==> config.mk <==
export PLATFORM = sky130hd
export DESIGN_NAME = pmt_core_timing
export DESIGN_NICKNAME = d
export VERILOG_FILES = /design/src/rtl/pmt_pkg.sv /design/src/rtl/pmt_core_timing.sv /design/src/rtl/pmt_down_counter.sv /design/src/rtl/pmt_event_counter.sv
export SDC_FILE = /design/constraint.sdc
export NUM_CORES = 1
export LEC_CHECK = 0
export BUFFER_PORTS_ARGS = -buffer_cell sky130_fd_sc_hd__buf_2
export CORE_ASPECT_RATIO = 1.4
export CORE_MARGIN = 1.5
export CORE_UTILIZATION = 35
export CTS_CLUSTER_DIAMETER = 100
export DETAILED_ROUTE_END_ITERATION = 8
export GPL_ROUTABILITY_DRIVEN = 0
export SYNTH_ARGS = -nofsm -noshare
export SYNTH_HDL_FRONTEND = slang
export SYNTH_SLANG_ARGS = --single-unit
==> constraint.sdc <==
create_clock -name clk -period 3.94 [get_ports clk]
set_input_delay 0 -clock clk [delete_from_list [all_inputs] [get_ports clk]]
set_output_delay 0 -clock clk [all_outputs]
set_load 0.01 [all_outputs]
==> src/rtl/pmt_pkg.sv <==
// Shared constants and types for the instruction timing block.
package pmt_pkg;

  // ==========================================================================
  // Clocking and timing limits
  // ==========================================================================
  localparam int unsigned CLK_PERIOD_NS   = 10;
  localparam int unsigned SYS_CLK_MIN_MHZ = 10;
  localparam int unsigned SYS_CLK_MAX_MHZ = 24;
  localparam int unsigned PEAK_MIPS       = 24;

  // ==========================================================================
  // Field widths
  // ==========================================================================
  localparam int unsigned OPC_W  = 8;
  localparam int unsigned LEN_W  = 2;
  localparam int unsigned CYC_W  = 4;
  localparam int unsigned PERF_W = 32;

  // ==========================================================================
  // Instruction lengths in program bytes
  // ==========================================================================
  localparam logic [LEN_W-1:0] LEN_1 = 2'h1;
  localparam logic [LEN_W-1:0] LEN_2 = 2'h2;
  localparam logic [LEN_W-1:0] LEN_3 = 2'h3;

  // ==========================================================================
  // Execution times in clock cycles
  // ==========================================================================
  localparam logic [CYC_W-1:0] CYC_1    = 4'h1;
  localparam logic [CYC_W-1:0] CYC_2    = 4'h2;
  localparam logic [CYC_W-1:0] CYC_3    = 4'h3;
  localparam logic [CYC_W-1:0] CYC_4    = 4'h4;
  localparam logic [CYC_W-1:0] CYC_5    = 4'h5;
  localparam logic [CYC_W-1:0] CYC_MUL  = 4'h4;
  localparam logic [CYC_W-1:0] CYC_DIV  = 4'h8;
  localparam logic [CYC_W-1:0] CYC_MAX  = 4'h8;
  localparam logic [CYC_W-1:0] CYC_TAKEN_EXTRA = 4'h1;

  // ==========================================================================
  // Instruction set census
  // ==========================================================================
  localparam int unsigned NUM_INSTR      = 109;
  localparam int unsigned NUM_INSTR_CYC1 = 26;
  localparam int unsigned NUM_INSTR_CYC2 = 50;

  // ==========================================================================
  // Reset values
  // ==========================================================================
  localparam logic [OPC_W-1:0] OPC_RST  = 8'h00;
  localparam logic [CYC_W-1:0] CYC_RST  = 4'h0;
  localparam logic [LEN_W-1:0] LEN_RST  = 2'h0;

  // ==========================================================================
  // Types
  // ==========================================================================
  typedef enum logic [2:0] {
    CLS_NOP,
    CLS_ARITH,
    CLS_LOGIC,
    CLS_MOVE,
    CLS_BOOL,
    CLS_BRANCH,
    CLS_MULDIV
  } pmt_class_e;

  typedef struct packed {
    logic [LEN_W-1:0] len;
    logic [CYC_W-1:0] cyc;
    logic             cond;
    logic             illegal;
    pmt_class_e       cls;
  } pmt_dec_s;

  typedef enum logic {
    ST_IDLE,
    ST_EXEC
  } pmt_state_e;

endpackage : pmt_pkg

==> src/rtl/pmt_core_timing.sv <==
// Opcode decoder and cycle sequencer of the pipelined core.
`timescale 1ns/10ps
`default_nettype none

module pmt_core_timing
  import pmt_pkg::*;
(
  // Clock and reset
  input  wire logic              clk,
  input  wire logic              nrst,
  // Instruction issue
  input  wire logic              inst_valid,
  input  wire logic [OPC_W-1:0]  inst_opcode,
  input  wire logic              branch_taken,
  output var  logic              inst_ready_q,
  // Decode result of the accepted instruction
  output var  logic [OPC_W-1:0]  dec_opcode_q,
  output var  logic [LEN_W-1:0]  dec_len_q,
  output var  logic [CYC_W-1:0]  dec_cycles_q,
  output var  logic              dec_cond_q,
  output var  logic              dec_illegal_q,
  output var  logic [2:0]        dec_class_q,
  // Execution status
  output var  logic              exec_busy_q,
  output var  logic              inst_done_q,
  output var  logic [CYC_W-1:0]  cycles_left_q,
  // Throughput statistics
  input  wire logic              perf_clear,
  output var  logic [PERF_W-1:0] perf_cycles_q,
  output var  logic [PERF_W-1:0] perf_retired_q
);

  // ==========================================================================
  // Opcode decode table
  // ==========================================================================
  function automatic pmt_dec_s decode(input logic [OPC_W-1:0] op);
    pmt_dec_s d;
    logic [3:0] hi;
    logic [3:0] lo;
    d  = '{len: LEN_1, cyc: CYC_1, cond: 1'b0, illegal: 1'b0, cls: CLS_MOVE};
    hi = op[7:4];
    lo = op[3:0];
    if (lo >= 4'h8) begin
      // Working register operand.
      d.cls = (hi <= 4'h3 || hi == 4'h9) ? CLS_ARITH : CLS_LOGIC;
      case (hi)
        4'h7, 4'h8, 4'ha: begin
          d = '{len: LEN_2, cyc: CYC_2, cond: 1'b0, illegal: 1'b0,
                cls: CLS_MOVE};
        end
        4'hb: begin
          d = '{len: LEN_3, cyc: CYC_3, cond: 1'b1, illegal: 1'b0,
                cls: CLS_BRANCH};
        end
        4'hd: begin
          d = '{len: LEN_2, cyc: CYC_2, cond: 1'b1, illegal: 1'b0,
                cls: CLS_BRANCH};
        end
        default: begin
          d.len = LEN_1;
          d.cyc = CYC_1;
        end
      endcase
    end else if (lo >= 4'h6) begin
      // Indirect RAM operand.
      d.len = LEN_1;
      d.cyc = CYC_2;
      d.cls = (hi <= 4'h3 || hi == 4'h9) ? CLS_ARITH : CLS_LOGIC;
      case (hi)
        4'h7, 4'h8, 4'ha: begin
          d.len = LEN_2;
          d.cls = CLS_MOVE;
        end
        4'hb: begin
          d = '{len: LEN_3, cyc: CYC_4, cond: 1'b1, illegal: 1'b0,
                cls: CLS_BRANCH};
        end
        default: begin
          d.cyc = CYC_2;
        end
      endcase
    end else if (lo == 4'h5) begin
      // Direct byte operand.
      d.len = LEN_2;
      d.cyc = CYC_2;
      d.cls = (hi <= 4'h3 || hi == 4'h9) ? CLS_ARITH : CLS_LOGIC;
      case (hi)
        4'h7, 4'h8: begin
          d.len = LEN_3;
          d.cyc = CYC_3;
          d.cls = CLS_MOVE;
        end
        4'ha: begin
          d = '{len: LEN_1, cyc: CYC_1, cond: 1'b0, illegal: 1'b1,
                cls: CLS_NOP};
        end
        4'hb: begin
          d = '{len: LEN_3, cyc: CYC_4, cond: 1'b1, illegal: 1'b0,
                cls: CLS_BRANCH};
        end
        4'hd: begin
          d = '{len: LEN_3, cyc: CYC_3, cond: 1'b1, illegal: 1'b0,
                cls: CLS_BRANCH};
        end
        default: begin
          d.cyc = CYC_2;
        end
      endcase
    end else if (lo == 4'h4) begin
      // Immediate and accumulator-only forms.
      d.len = LEN_2;
      d.cyc = CYC_2;
      d.cls = CLS_ARITH;
      case (hi)
        4'h0, 4'h1, 4'hc, 4'hd, 4'he, 4'hf: begin
          d.len = LEN_1;
          d.cyc = CYC_1;
        end
        4'h8: begin
          d = '{len: LEN_1, cyc: CYC_DIV, cond: 1'b0, illegal: 1'b0,
                cls: CLS_MULDIV};
        end
        4'ha: begin
          d = '{len: LEN_1, cyc: CYC_MUL, cond: 1'b0, illegal: 1'b0,
                cls: CLS_MULDIV};
        end
        4'hb: begin
          d = '{len: LEN_3, cyc: CYC_3, cond: 1'b1, illegal: 1'b0,
                cls: CLS_BRANCH};
        end
        default: begin
          d.cls = (hi >= 4'h4 && hi <= 4'h6) ? CLS_LOGIC : CLS_ARITH;
        end
      endcase
    end else if (lo == 4'h3) begin
      case (hi)
        4'h4, 4'h5, 4'h6: begin
          d.len = LEN_3;
          d.cyc = CYC_3;
          d.cls = CLS_LOGIC;
        end
        4'h7: begin
          d.cyc = CYC_3;
          d.cls = CLS_BRANCH;
        end
        4'h8, 4'h9, 4'he, 4'hf: begin
          d.cyc = CYC_3;
        end
        4'hb, 4'hc, 4'hd: begin
          d.cls = CLS_BOOL;
        end
        default: begin
          d.cls = (hi == 4'ha) ? CLS_ARITH : CLS_LOGIC;
        end
      endcase
    end else if (lo == 4'h2) begin
      d.len = LEN_2;
      d.cyc = CYC_2;
      d.cls = CLS_BOOL;
      case (hi)
        4'h0, 4'h1: begin
          d = '{len: LEN_3, cyc: CYC_4, cond: 1'b0, illegal: 1'b0,
                cls: CLS_BRANCH};
        end
        4'h2, 4'h3: begin
          d = '{len: LEN_1, cyc: CYC_5, cond: 1'b0, illegal: 1'b0,
                cls: CLS_BRANCH};
        end
        4'h4, 4'h5, 4'h6: begin
          d.cls = CLS_LOGIC;
        end
        4'he, 4'hf: begin
          d = '{len: LEN_1, cyc: CYC_3, cond: 1'b0, illegal: 1'b0,
                cls: CLS_MOVE};
        end
        default: begin
          d.cyc = CYC_2;
        end
      endcase
    end else if (lo == 4'h1) begin
      // Absolute jump or call.
      d = '{len: LEN_2, cyc: CYC_3, cond: 1'b0, illegal: 1'b0,
            cls: CLS_BRANCH};
    end else begin
      case (hi)
        4'h0: begin
          d.cls = CLS_NOP;
        end
        4'h1, 4'h2, 4'h3: begin
          d = '{len: LEN_3, cyc: CYC_3, cond: 1'b1, illegal: 1'b0,
                cls: CLS_BRANCH};
        end
        4'h4, 4'h5, 4'h6, 4'h7: begin
          d = '{len: LEN_2, cyc: CYC_2, cond: 1'b1, illegal: 1'b0,
                cls: CLS_BRANCH};
        end
        4'h8: begin
          d = '{len: LEN_2, cyc: CYC_3, cond: 1'b0, illegal: 1'b0,
                cls: CLS_BRANCH};
        end
        4'h9: begin
          d.len = LEN_3;
          d.cyc = CYC_3;
        end
        4'ha, 4'hb: begin
          d.len = LEN_2;
          d.cyc = CYC_2;
          d.cls = CLS_BOOL;
        end
        4'hc, 4'hd: begin
          d.len = LEN_2;
          d.cyc = CYC_2;
        end
        default: begin
          d.cyc = CYC_3;
        end
      endcase
    end
    return d;
  endfunction : decode

  // ==========================================================================
  // Issue decode
  // ==========================================================================
  pmt_dec_s         dec;
  logic             accept;
  logic [CYC_W-1:0] total_cyc;

  always_comb begin
    dec       = decode(inst_opcode);
    accept    = inst_valid && inst_ready_q;
    total_cyc = dec.cyc;
    if (dec.cond && branch_taken) begin
      total_cyc = dec.cyc + CYC_TAKEN_EXTRA;
    end
    if (total_cyc > CYC_MAX) begin
      total_cyc = CYC_MAX;
    end
  end

  // ==========================================================================
  // Cycle counting
  // ==========================================================================
  logic [CYC_W-1:0] left_q;

  pmt_down_counter #(
    .W (CYC_W)
  ) u_left (
    .clk      (clk),
    .nrst     (nrst),
    .load     (accept),
    .load_val (total_cyc),
    .count_q  (left_q)
  );

  pmt_event_counter #(
    .W (PERF_W)
  ) u_perf_cycles (
    .clk     (clk),
    .nrst    (nrst),
    .clear   (perf_clear),
    .inc     (1'b1),
    .count_q (perf_cycles_q)
  );

  pmt_event_counter #(
    .W (PERF_W)
  ) u_perf_retired (
    .clk     (clk),
    .nrst    (nrst),
    .clear   (perf_clear),
    .inc     (inst_done_q),
    .count_q (perf_retired_q)
  );

  // ==========================================================================
  // Sequencer next state
  // ==========================================================================
  pmt_state_e       state_q;
  pmt_state_e       state_d;
  logic [CYC_W-1:0] left_d;
  logic             ready_d;
  logic             done_d;
  logic [OPC_W-1:0] opcode_d;
  logic [LEN_W-1:0] len_d;
  logic [CYC_W-1:0] cycles_d;
  logic             cond_d;
  logic             illegal_d;
  logic [2:0]       class_d;

  always_comb begin
    state_d   = state_q;
    opcode_d  = dec_opcode_q;
    len_d     = dec_len_q;
    cycles_d  = dec_cycles_q;
    cond_d    = dec_cond_q;
    illegal_d = dec_illegal_q;
    class_d   = dec_class_q;
    left_d    = (left_q != CYC_RST) ? left_q - CYC_1 : CYC_RST;
    done_d    = (left_q == CYC_1);
    if (accept) begin
      left_d    = total_cyc;
      opcode_d  = inst_opcode;
      len_d     = dec.len;
      cycles_d  = total_cyc;
      cond_d    = dec.cond;
      illegal_d = dec.illegal;
      class_d   = dec.cls;
    end
    case (state_q)
      ST_IDLE: begin
        if (accept) begin
          state_d = ST_EXEC;
        end
      end
      ST_EXEC: begin
        if (left_d == CYC_RST) begin
          state_d = ST_IDLE;
        end
      end
      default: begin
        state_d = ST_IDLE;
      end
    endcase
    ready_d = (left_d <= CYC_1);
  end

  // ==========================================================================
  // Sequencer registers
  // ==========================================================================
  always_ff @(posedge clk or negedge nrst) begin
    if (!nrst) begin
      state_q       <= ST_IDLE;
      inst_ready_q  <= 1'b1;
      inst_done_q   <= 1'b0;
      exec_busy_q   <= 1'b0;
      cycles_left_q <= CYC_RST;
      dec_opcode_q  <= OPC_RST;
      dec_len_q     <= LEN_RST;
      dec_cycles_q  <= CYC_RST;
      dec_cond_q    <= 1'b0;
      dec_illegal_q <= 1'b0;
      dec_class_q   <= 3'h0;
    end else begin
      state_q       <= state_d;
      inst_ready_q  <= ready_d;
      inst_done_q   <= done_d;
      exec_busy_q   <= (state_d == ST_EXEC);
      cycles_left_q <= left_d;
      dec_opcode_q  <= opcode_d;
      dec_len_q     <= len_d;
      dec_cycles_q  <= cycles_d;
      dec_cond_q    <= cond_d;
      dec_illegal_q <= illegal_d;
      dec_class_q   <= class_d;
    end
  end

endmodule : pmt_core_timing

`default_nettype wire

==> src/rtl/pmt_down_counter.sv <==
// Loadable down counter that tracks the cycles left of an instruction.
`timescale 1ns/10ps
`default_nettype none

module pmt_down_counter #(
  parameter int unsigned W = 4
) (
  // Clock and reset
  input  wire logic         clk,
  input  wire logic         nrst,
  // Control
  input  wire logic         load,
  input  wire logic [W-1:0] load_val,
  // State
  output var  logic [W-1:0] count_q
);

  logic [W-1:0] count_d;

  // ==========================================================================
  // Next value
  // ==========================================================================
  always_comb begin
    count_d = count_q;
    if (load) begin
      count_d = load_val;
    end else if (count_q != '0) begin
      count_d = count_q - W'(1);
    end
  end

  // ==========================================================================
  // Register
  // ==========================================================================
  always_ff @(posedge clk or negedge nrst) begin
    if (!nrst) begin
      count_q <= '0;
    end else begin
      count_q <= count_d;
    end
  end

endmodule : pmt_down_counter

`default_nettype wire

==> src/rtl/pmt_event_counter.sv <==
// Free-running event counter used for throughput statistics.
`timescale 1ns/10ps
`default_nettype none

module pmt_event_counter #(
  parameter int unsigned W = 32
) (
  // Clock and reset
  input  wire logic         clk,
  input  wire logic         nrst,
  // Control
  input  wire logic         clear,
  input  wire logic         inc,
  // State
  output var  logic [W-1:0] count_q
);

  logic [W-1:0] count_d;

  // ==========================================================================
  // Next value
  // ==========================================================================
  always_comb begin
    count_d = count_q;
    if (clear) begin
      count_d = '0;
    end else if (inc) begin
      count_d = count_q + W'(1);
    end
  end

  // ==========================================================================
  // Register
  // ==========================================================================
  always_ff @(posedge clk or negedge nrst) begin
    if (!nrst) begin
      count_q <= '0;
    end else begin
      count_q <= count_d;
    end
  end

endmodule : pmt_event_counter

`default_nettype wire

==> results of run 1 <==
Yosys cell counts (2+ instances only):
cell type  count
o31ai_1        4
buf_2          8
a31oi_1        6
o211ai_1       2
and4_4         2
nand4b_1       2
inv_1         19
mux2i_1        4
a21oi_1       38
and2_1         6
nand4_1        8
a31o_2         2
and3_1         7
o21a_1         3
nor3_1        10
o311a_1        2
dfrtp_1       93
nand2b_1       6
o22ai_1        3
buf_6          2
buf_1          4
o21ai_0       41
nor2b_1        6
ha_1           6
and4_1         3
nand2_1       69
o21ai_1        7
xnor2_1       23
o221ai_1       5
nor2_1        70
a22o_1         2
a221oi_1       2
xor2_1        28
nand3_1       31
clkbuf_1      16
or3_1         19
path summary, 6_finish.rpt:
| path | start | to | slack, ns | cells past startpoint |
|---|---|---|---|---|
| hold / removal | inst_opcode[4] | dec_illegal_q | 0.09 | 2 |
| setup reg to reg | u_perf_retired.count_q[0] | u_perf_retired.count_q[26] | 1.60 | 8 |
| setup / recovery | u_perf_retired.count_q[0] | u_perf_retired.count_q[26] | 1.60 | 8 |
| min in group asynchronous | nrst | u_perf_cycles.count_q[9] | 0.24 | 2 |
| hold reg to reg | dec_opcode_q[0] | dec_opcode_q[0] | 0.48 | 2 |
| max in group asynchronous | nrst | inst_ready_q | 2.66 | 3 |
cell families (layout without fill, tap and decap cells):
family | count (synthesis) | after routing | share of synthesized area
and+or+nand+nor | 256 | 256 | 0.246
adders and majority gates | 7 | 7 | 0.0160
buffers and inverters | 49 | 141 | 0.0392
muxes | 4 | 4 | 0.00752
xor gates and xnor gates | 51 | 51 | 0.0839
AOI/OAI and AO/OA | 139 | 139 | 0.166
DFF | 94 | 94 | 0.442
power breakdown:
group / total (mW) / internal (mW) / switching, mW / leakage (nW)
Combinational: 0.728 / 0.292 / 0.436 / 1.46
Sequential: 1.21 / 1.11 / 0.0924 / 1.26
Clock: 0.807 / 0.443 / 0.364 / 0.129
Total: 2.74 / 1.85 / 0.893 / 2.85
state kept, by name (all words and copies together) (netlist names):
signal                  cells
inst_ready_q                1
dec_len_q                   2
state_q                     1
dec_cycles_q                4
dec_illegal_q               1
u_left.count_q              4
inst_done_q                 1
cycles_left_q               4
u_perf_cycles.count_q      32
dec_opcode_q                8
u_perf_retired.count_q     32
dec_cond_q                  1
dec_class_q                 3
critical path, stage by stage (launching register included):
cell and delay, ns:
dfrtp_1 0.41, ha_1 0.17, nand2_1 0.07, nor2_1 0.16, nand3_1 0.33, nor3_1 0.38
nand2b_1 0.23, or3_1 0.35, a21oi_1 0.15
routing by layer:
layer  wire length, um  track usage
met1              5670        0.213
met2              7100        0.306
met3               860       0.0297
met4               323       0.0673
met5                 0            0
area by class of cell:
cell class                      instances  area, sq um  area share
Multi-Input combinational cell        457         2760       0.442
Sequential cell                        94         2350       0.377
Timing Repair Buffer                  107          553      0.0885
Clock buffer                           12          246      0.0395
Tap cell                              192          240      0.0385
Inverter                               19         71.3      0.0114
Clock inverter                          3         21.3     0.00340
through the flow:
step	total power [mW]	hold slack, ns	util	area (sq um)	worst slack (ns)
2_1_floorplan	1.69	-0.296	-	5320	1.73
3_3_place_gp	1.95	0.0863	0.400	5970	1.38
3_5_place_dp	1.96	0.0900	0.400	5970	1.39
4_1_cts	2.79	0.0564	0.419	6250	1.55
5_1_grt	2.92	0.101	0.419	6250	1.30
6_report	2.74	0.0877	0.419	6250	1.60
==> reports/metrics.yaml, run 1 <==
timing:
  relSlewSlack: 0.218
  fin_setup_tns_ns: 0
  min_period_over_period: 0.593
  finalCriticalPeriod_ns: 2.34
  clock.fmax_mhz: 428
  drv_slew: 0
  skew_ns: 0.00700
  worstMarginPinSlew_ns: 1.17
  final-hold-violation-count: 0
  rsz0062_at_grt: "false"
  finalSetupViolations: 0
cts:
  cts_num_sinks: 94
  h-tree-depth: 3
  post-cts-setup-buffers: 0
  cts.repair.resized: 0
  hold_buffers: 1
  clk_path_buf_depth: 2
  numCtsBuffers: 9
  clock_latency_ns: 0.33
  cts.clk_slew.worst_paths_ns: 0.07
  cts_tree: "built"
  clock-root-buffer: "clkbuf_16"
pwr:
  p_per_area_nw_per_um2: 439
  power_leakage_nw: 2.85
  vdd_drop_max_uv: 209
logic_synthesis:
  synth_top_cell_by_area: "dfrtp_1"
  synth-seq-area-share: 0.442
  synthArstFlopShare: 1.00
  synth_flop_cell: "dfrtp_1"
  syn_nets: 619
  yosys-top-cells-area: "dfrtp_1 44%, nor2_1 4.9%, nand2_1 4.9%, xor2_1 4.6%, o21ai_0 3.9%"
  syn_area_per_cell_sq_um: 8.87
  syn_inst: 600
  synth_top_area_share: 0.437
  synth_area_sq_um: 5320
  yosysWarnings: 0
  synth_edf_count: 0
  synth_cell_types: 77
  ys_seq_elements: 94
routing:
  via_per_inst: 5.46
  vias: 4829
  dr.pass1.iters: 6
  drt-initial-drc-count: 374
  antenna_left: 0
  drc: 0
  routedWlPerCell_um: 15.8
  wl_um: 14000
critical_path:
  path_max_fanout: 10
  endpoint_kind: "flop"
  critPathArrivalTime_ns: 2.58
  required_ns: 4.19
  critical_path_class: "reg2reg"
  worst_setup_path_start_kind: "flop"
global_route:
  grt_pass1_wl_um: 22600
  antenna_found_initial: 0
  grt_max_degree: 65
  grt-ovfl-total: 0
  track_usage: 0.175
  grt_pass1_vias: 4549
run_status:
  status: "finished, final reports clean"
job:
  drv_cap: 0
floorplanning:
  dieArea_sq_um: 16000
  die_y_um: 149
  die_w_um: 107
  core-area_sq_um: 14900
  rows: 53
  start_util: 0.357
  io_pins: 103
layout:
  final_cell_mix: "101 x buf_2, 93 x dfrtp_1, 70 x nor2_1"
  antenna_cells: 0
  instances_no_fill: 884
  nFillCells: 1485
  final_common_cell: "buf_2"
  areaGrowthSynthToFinish_pct: 17.3
  fin_nets: 707
  drive_gt1_frac: 0.199
placement:
  dp.cells: 868
  port_buffers: 102
  dpl.hpwl_um: 9830
worst_hold_path:
  hold_path_class: "in2reg"
No activity file was read; power rests on OpenSTA's default activity.
==> inputs of run 2 (changes only) <==
clock period = 1.85 ns   (was 3.94 ns; I/O delays follow)
==> reports/metrics.yaml, run 2 (synthesized netlist as in run 1, its figures left out) <==
routing:
  antenna_left: 0  # unchanged
  via_per_inst: 5.28  # was 5.46
  vias: 5373  # was 4,829
  wl_um: 16400  # was 14,000 um
  drc: 0  # unchanged
  routedWlPerCell_um: 16.2  # was 15.8 um
  dr.pass1.iters: 5  # was 6
  drt-initial-drc-count: 311  # was 374
global_route:
  grt_pass1_vias: 5452  # was 4,549
  antenna_found_initial: 0  # unchanged
  grt-ovfl-total: 0  # unchanged
  track_usage: 0.208  # was 0.175
  grt_pass1_wl_um: 26400  # was 22,600 um
  grt_max_degree: 65  # unchanged
critical_path:
  reg2reg_slack_ns: -0.07  # was 1.60 ns
  worst_setup_path_start_kind: "flop"  # unchanged
  reg2reg_depth: 6  # was 8
  required_ns: 2.12  # was 4.19 ns
  endpoint_kind: "flop"  # unchanged
  path_max_fanout: 5  # was 10
  critical_path_class: "reg2reg"  # unchanged
  critPathArrivalTime_ns: 2.19  # was 2.58 ns
  r2r_end: "u_perf_retired.count_q[31]"  # was u_perf_retired.count_q[26]
  reg2reg_from: "u_perf_retired.count_q[7]"  # was u_perf_retired.count_q[0]
pwr:
  power_mw: 6.46  # was 2.74 mW
  p_int_mw: 4.32  # was 1.85 mW
  swShare: 0.331  # was 0.326
  seqPwrFrac: 0.396  # was 0.440
  power_leakage_nw: 3.68  # was 2.85 nW
  p_switching_mw: 2.14  # was 0.893 mW
  p_comb_frac: 0.298  # was 0.266
  p_per_area_nw_per_um2: 853  # was 439 nW/um^2
  p_clk_frac: 0.306  # was 0.294
  vdd_drop_max_uv: 416  # was 209 uV
timing:
  finalSetupViolations: 3  # was 0
  rsz0062_at_grt: "true"  # was false
  relSlewSlack: 0.549  # was 0.218
  min_period_over_period: 1.04  # was 0.593
  drv_slew: 0  # unchanged
  final-hold-violation-count: 0  # unchanged
  worstMarginPinSlew_ns: 0.677  # was 1.17 ns
  skew_ns: 0.0113  # was 0.00700 ns
  setup_ws_ns: -0.0682  # was 1.60 ns
  finalCriticalPeriod_ns: 1.92  # was 2.34 ns
  clock.fmax_mhz: 521  # was 428 MHz
floorplanning:
  core-area_sq_um: 14900  # unchanged
  rows: 53  # unchanged
  dieArea_sq_um: 16000  # unchanged
  die_w_um: 107  # unchanged
  die_y_um: 149  # unchanged
  io_pins: 103  # unchanged
  start_util: 0.357  # unchanged
cts:
  clk_path_buf_depth: 2  # unchanged
  cts.clk_slew.worst_paths_ns: 0.07  # about the same
  cts_tree: "built"  # unchanged
  numCtsBuffers: 9  # unchanged
  cts_num_sinks: 94  # unchanged
  clock_latency_ns: 0.35  # was 0.33 ns
  h-tree-depth: 3  # unchanged
  clock-root-buffer: "clkbuf_16"  # unchanged
layout:
  top_regs: "u_perf_cycles.count_q (32), u_perf_retired.count_q (32), dec_opcode_q (8)"  # unchanged
  antenna_cells: 0  # unchanged
  fin_nets: 839  # was 707
  areaGrowthSynthToFinish_pct: 42.2  # was 17.3%
  final_core_util: 0.507  # was 0.419
  final_common_cell: "buf_4"  # was buf_2
  final_cell_mix: "131 x buf_4, 101 x buf_2, 91 x dfrtp_1"  # was 101 x buf_2, 93 x dfrtp_1, 70 x nor2_1
  drive_gt1_frac: 0.371  # was 0.199
  nFillCells: 1400  # was 1,485
run_status:
  status: "complete, but fails checks"  # was finished, final reports clean
  violations: "setup timing"
worst_hold_path:
  hold_path_class: "in2async"  # was in2reg
job:
  drv_cap: 0  # unchanged
placement:
  dpl.hpwl_um: 12500  # was 9830 um
  port_buffers: 102  # unchanged
==> run 2: changes by cell type in the layout (fill, tap and decap cells not counted), moves of 4 or more <==
cell / before / now
buf_12: 0 / 4
buf_4: 5 / 131
nand3_1: 31 / 27
nor2_1: 70 / 63
nor2_2: 1 / 7
o21ai_0: 41 / 37
xnor2_1: 23 / 19
xnor2_2: 0 / 4
==> run 2: critical path: stages, from the launching register on <==
cell	delay [ns]
dfrtp_2	0.36
and4_4	0.22
and4_4	0.23
nand3_4	0.08
or4_4	0.49
or3_1	0.33
a21oi_1	0.13
==> run 2: how the worst max path moves through the flow <==
stage                                  to  slack, ns                       from  cells past startpoint
2_1_floorplan                     state_q      -0.17             inst_opcode[2]                     10
3_3_place_gp                      state_q      -0.26             inst_opcode[6]                     10
3_5_place_dp                      state_q      -0.32             inst_opcode[7]                     10
4_1_cts        u_perf_retired.count_q[26]       -0.1  u_perf_retired.count_q[7]                      8
5_1_grt        u_perf_retired.count_q[31]      -0.13  u_perf_retired.count_q[1]                      6
6_report       u_perf_retired.count_q[31]      -0.07  u_perf_retired.count_q[7]                      6
==> run 2: routing by layer <==
metal,GRT usage,share of wire,routed length (um)
met5,0,0,0
met4,0.135,0.060,983
met3,0.0271,0.045,734
met2,0.369,0.52,8510
met1,0.230,0.38,6210
==> run 2: through the flow <==
stage	std cells	cell area (sq um)	hold WS (ns)	setup WS, ns	setup TNS, ns
after floorplan	600	5420	-0.296	-0.169	-0.643
after global placement	993	7030	-0.0598	-0.260	-2.38
after detailed placement	993	7030	-0.0503	-0.321	-3.20
after CTS	1013	7410	0.100	-0.0981	-0.339
after global routing	1017	7570	0.141	-0.132	-0.880
final	1017	7570	0.121	-0.0682	-0.164
==> run 2: timing repair <==
| item | CTS | global route |
|---|---|---|
| pin swaps | 8 | 15 |
| setup endpoints to repair | 10 | 30 |
| setup buffers | 3 | 4 |
| hold buffers | 1 | 0 |
| gates resized for setup | 8 | 27 |
| endpoints found under the hold margin | 63 | 0 |
==> run 2: power groups by stage <==
| stage | sequential, mW | combinational, mW | clock (mW) |
|---|---|---|---|
| floorplan | 2.70 | 0.902 | 0 |
| global route | 2.60 | 2.14 | 2.10 |
| CTS | 2.56 | 1.89 | 2.02 |
| detailed placement | 2.60 | 1.87 | 0 |
| finish | 2.56 | 1.93 | 1.98 |
| global placement | 2.59 | 1.84 | 0 |
==> run 2: final cells by class <==
type	count	area, sq um	share of cell area
Multi-Input combinational cell	457	2990	0.395
Sequential cell	94	2360	0.311
Timing Repair Buffer	239	1600	0.212
Tap cell	192	240	0.0317
Clock buffer	9	225	0.0297
Clock inverter	7	87.6	0.0116
Inverter	19	71.3	0.00942
==> inputs of run 3 (changes only) <==
ABC_AREA = 1   (was default)
SKIP_LAST_GASP = 1   (was default)
==> reports/metrics.yaml, run 3 <==
run_status:
  status: "complete, but fails checks"  # unchanged
  violations: "setup timing"  # unchanged
layout:
  final_common_cell: "nand2_1"  # was buf_4
  fin_nets: 1003  # was 839
  drive_gt1_frac: 0.368  # was 0.371
  final_cell_mix: "149 x nand2_1, 142 x buf_4, 101 x buf_2"  # was 131 x buf_4, 101 x buf_2, 91 x dfrtp_1
  top_regs: "u_perf_cycles.count_q (32), u_perf_retired.count_q (32), dec_opcode_q (8)"  # unchanged
  areaGrowthSynthToFinish_pct: 43.3  # was 42.2%
  final_core_util: 0.509  # was 0.507
  antenna_cells: 0  # unchanged
logic_synthesis:
  syn_inst: 736  # was 600
  synth_top_area_share: 0.424  # was 0.437
  synth_area_sq_um: 5490  # was 5320 sq um
  synthArstFlopShare: 1.00  # unchanged
  synth.top_cells.by_count: "160 x nand2_1, 93 x dfrtp_1, 92 x inv_1, 87 x nor2_1, 53 x o21ai_0"  # was 93 x dfrtp_1, 70 x nor2_1, 69 x nand2_1, 41 x o21ai_0, 38 x a21oi_1
  syn_nets: 755  # was 619
  synth-seq-area-share: 0.428  # was 0.442
  ys_seq_elements: 94  # unchanged
  yosys.cell_count.top_type: "nand2_1"  # was dfrtp_1
  synth_top_cell_by_area: "dfrtp_1"  # unchanged
  synth_flop_cell: "dfrtp_1"  # unchanged
  yosysWarnings: 0  # unchanged
  yosys-top-cells-area: "dfrtp_1 42%, nand2_1 11%, inv_1 6.3%, nor2_1 5.9%, o21ai_0 4.8%"  # was dfrtp_1 44%, nor2_1 4.9%, nand2_1 4.9%, xor2_1 4.6%, o21ai_0 3.9%
  syn_area_per_cell_sq_um: 7.46  # was 8.87 sq um
  synth_edf_count: 0  # unchanged
  synth_cell_types: 46  # was 77
timing:
  relSlewSlack: 0.664  # was 0.549
  min_period_over_period: 1.02  # was 1.04
  drv_slew: 0  # unchanged
  rsz0062_at_grt: "true"  # unchanged
  setup_ws_ns: -0.0444  # was -0.0682 ns
  skew_ns: 0.0126  # was 0.0113 ns
  final-hold-violation-count: 0  # unchanged
  worstMarginPinSlew_ns: 0.505  # was 0.677 ns
  finalSetupViolations: 2  # was 3
  hold_ws_ns: 0.0762  # was 0.121 ns
  clock.fmax_mhz: 528  # was 521 MHz
  finalCriticalPeriod_ns: 1.89  # was 1.92 ns
pwr:
  power_leakage_nw: 3.99  # was 3.68 nW
  vdd_drop_max_uv: 520  # was 416 uV
  power_mw: 6.25  # was 6.46 mW
  p_per_area_nw_per_um2: 794  # was 853 nW/um^2
global_route:
  antenna_found_initial: 0  # unchanged
  grt_max_degree: 57  # was 65
  grt-ovfl-total: 0  # unchanged
  track_usage: 0.208  # about the same
  grt_pass1_vias: 5796  # was 5,452
  grt_pass1_wl_um: 26900  # was 26,400 um
cts:
  cts_num_sinks: 94  # unchanged
  clock_latency_ns: 0.35  # about the same
  clock-root-buffer: "clkbuf_16"  # unchanged
  clk_path_buf_depth: 2  # unchanged
  h-tree-depth: 3  # unchanged
  cts_tree: "built"  # unchanged
  numCtsBuffers: 9  # unchanged
  cts.clk_slew.worst_paths_ns: 0.07  # about the same
floorplanning:
  rows: 54  # was 53
  io_pins: 103  # unchanged
  die_w_um: 109  # was 107 um
  core-area_sq_um: 15500  # was 14,900 sq um
  start_util: 0.355  # was 0.357
  dieArea_sq_um: 16500  # was 16,000 sq um
  die_y_um: 151  # was 149 um
critical_path:
  required_ns: 2.08  # was 2.12 ns
  reg2reg_slack_ns: -0.04  # was -0.07 ns
  reg2reg_depth: 13  # was 6
  reg2reg_from: "u_perf_retired.count_q[1]"  # was u_perf_retired.count_q[7]
  endpoint_kind: "flop"  # unchanged
  r2r_end: "u_perf_retired.count_q[26]"  # was u_perf_retired.count_q[31]
  critical_path_class: "reg2reg"  # unchanged
  worst_setup_path_start_kind: "flop"  # unchanged
  path_max_fanout: 3  # was 5
  critPathArrivalTime_ns: 2.12  # was 2.19 ns
placement:
  dpl.hpwl_um: 12500  # about the same
  pre_cts_slack_ns: -0.132  # was -0.321 ns
  port_buffers: 102  # unchanged
routing:
  drt-initial-drc-count: 239  # was 311
  routedWlPerCell_um: 14.2  # was 16.2 um
  dr.pass1.iters: 5  # unchanged
  wl_um: 16800  # was 16,400 um
  vias: 5848  # was 5,373
  antenna_left: 0  # unchanged
  via_per_inst: 4.94  # was 5.28
  drc: 0  # unchanged
worst_hold_path:
  whs_path_depth: 4
  min_from: "inst_opcode[4]"
  hold_end: "dec_opcode_q[4]"
  hold_path_class: "in2reg"  # was in2async
job:
  drv_cap: 0  # unchanged
[run 3: cell types whose count changed after synthesis, moves of 8 or more]
cell,delta
xnor2_1,-20
inv_1,+73
nand3_1,+9
o21ai_0,+12
a21oi_1,+13
nor4_1,+11
xor2_1,-21
nand4_1,+8
nor2_1,+17
nand2_1,+91
nor3_1,+18
or3_1,-19
[run 3: timing repair]
| action | 4_1_cts | 5_1_grt |
|---|---|---|
| buffers inserted | 10 | 14 |
| setup endpoints to repair | 12 | 29 |
| pin swaps | 3 | 20 |
| hold buffers | 2 | 0 |
| gates cloned | 0 | 0 |
| hold endpoints to repair | 93 | 0 |
| gates resized for setup | 13 | 63 |
[run 3: layer usage]
layer	wire, um	global-route usage
met1	6650	0.228
met2	9120	0.391
met3	541	0.0280
met4	495	0.0928
met5	0	0
[run 3: metrics by stage]
stage          cell area [sq um]  std cells  setup TNS [ns]
3_3_place_gp                7140       1144          -0.462
5_1_grt                     7870       1185           -1.64
4_1_cts                     7560       1172        -0.00150
2_1_floorplan               5500        736          -0.286
3_5_place_dp                7140       1144          -0.632
6_report                    7870       1185         -0.0474
[run 3: cells by family (layout without fill, tap and decap cells)]
logic type,Yosys count,count (layout),share of synthesized area
and+or+nand+nor,381,381,0.329
adders and majority gates,6,6,0.0137
DFF,94,94,0.428
xor gates and xnor gates,10,10,0.0159
buffers and inverters,113,366,0.0804
AOI/OAI and AO/OA,132,132,0.133
[run 3: final cells by class]
cell class              count  area, sq um
flip-flops and latches     94         2350
clock inverters             6         43.8
fillers                  1508         7600
repair buffers            251         1680
multi-input cells         529         2940
well taps                 196          245
inverters                  99          373
clock buffers              10          239
[run 3: worst max-delay path, cell delays in order (launching register included)]
cell     delay, ns
dfrtp_1       0.39
ha_2          0.22
nand2_2       0.07
nor2_1        0.09
nand2_1       0.08
nor2_2        0.14
inv_2         0.07
nor2_4        0.12
nand2_2       0.09
nor2_4        0.13
nand2_2       0.08
nor2_2        0.14
buf_4         0.11
a21oi_1       0.05
[run 3: worst max-delay path by stage]
stage / start / end / slack, ns / cells after the start
3_5_place_dp: inst_opcode[7] / state_q / -0.13 / 19
5_1_grt: u_perf_cycles.count_q[0] / u_perf_cycles.count_q[26] / -0.26 / 14
4_1_cts: u_perf_cycles.count_q[0] / u_perf_cycles.count_q[26] / -0.001 / 14
2_1_floorplan: u_perf_cycles.count_q[0] / u_perf_cycles.count_q[26] / -0.13 / 14
6_report: u_perf_retired.count_q[1] / u_perf_retired.count_q[26] / -0.04 / 13
3_3_place_gp: inst_opcode[2] / state_q / -0.13 / 17
[run 3: power breakdown]
group | switching [mW] | internal [mW]
clock | 0.849 | 0.957
combinational | 1.11 | 0.783
sequential | 0.173 | 2.38
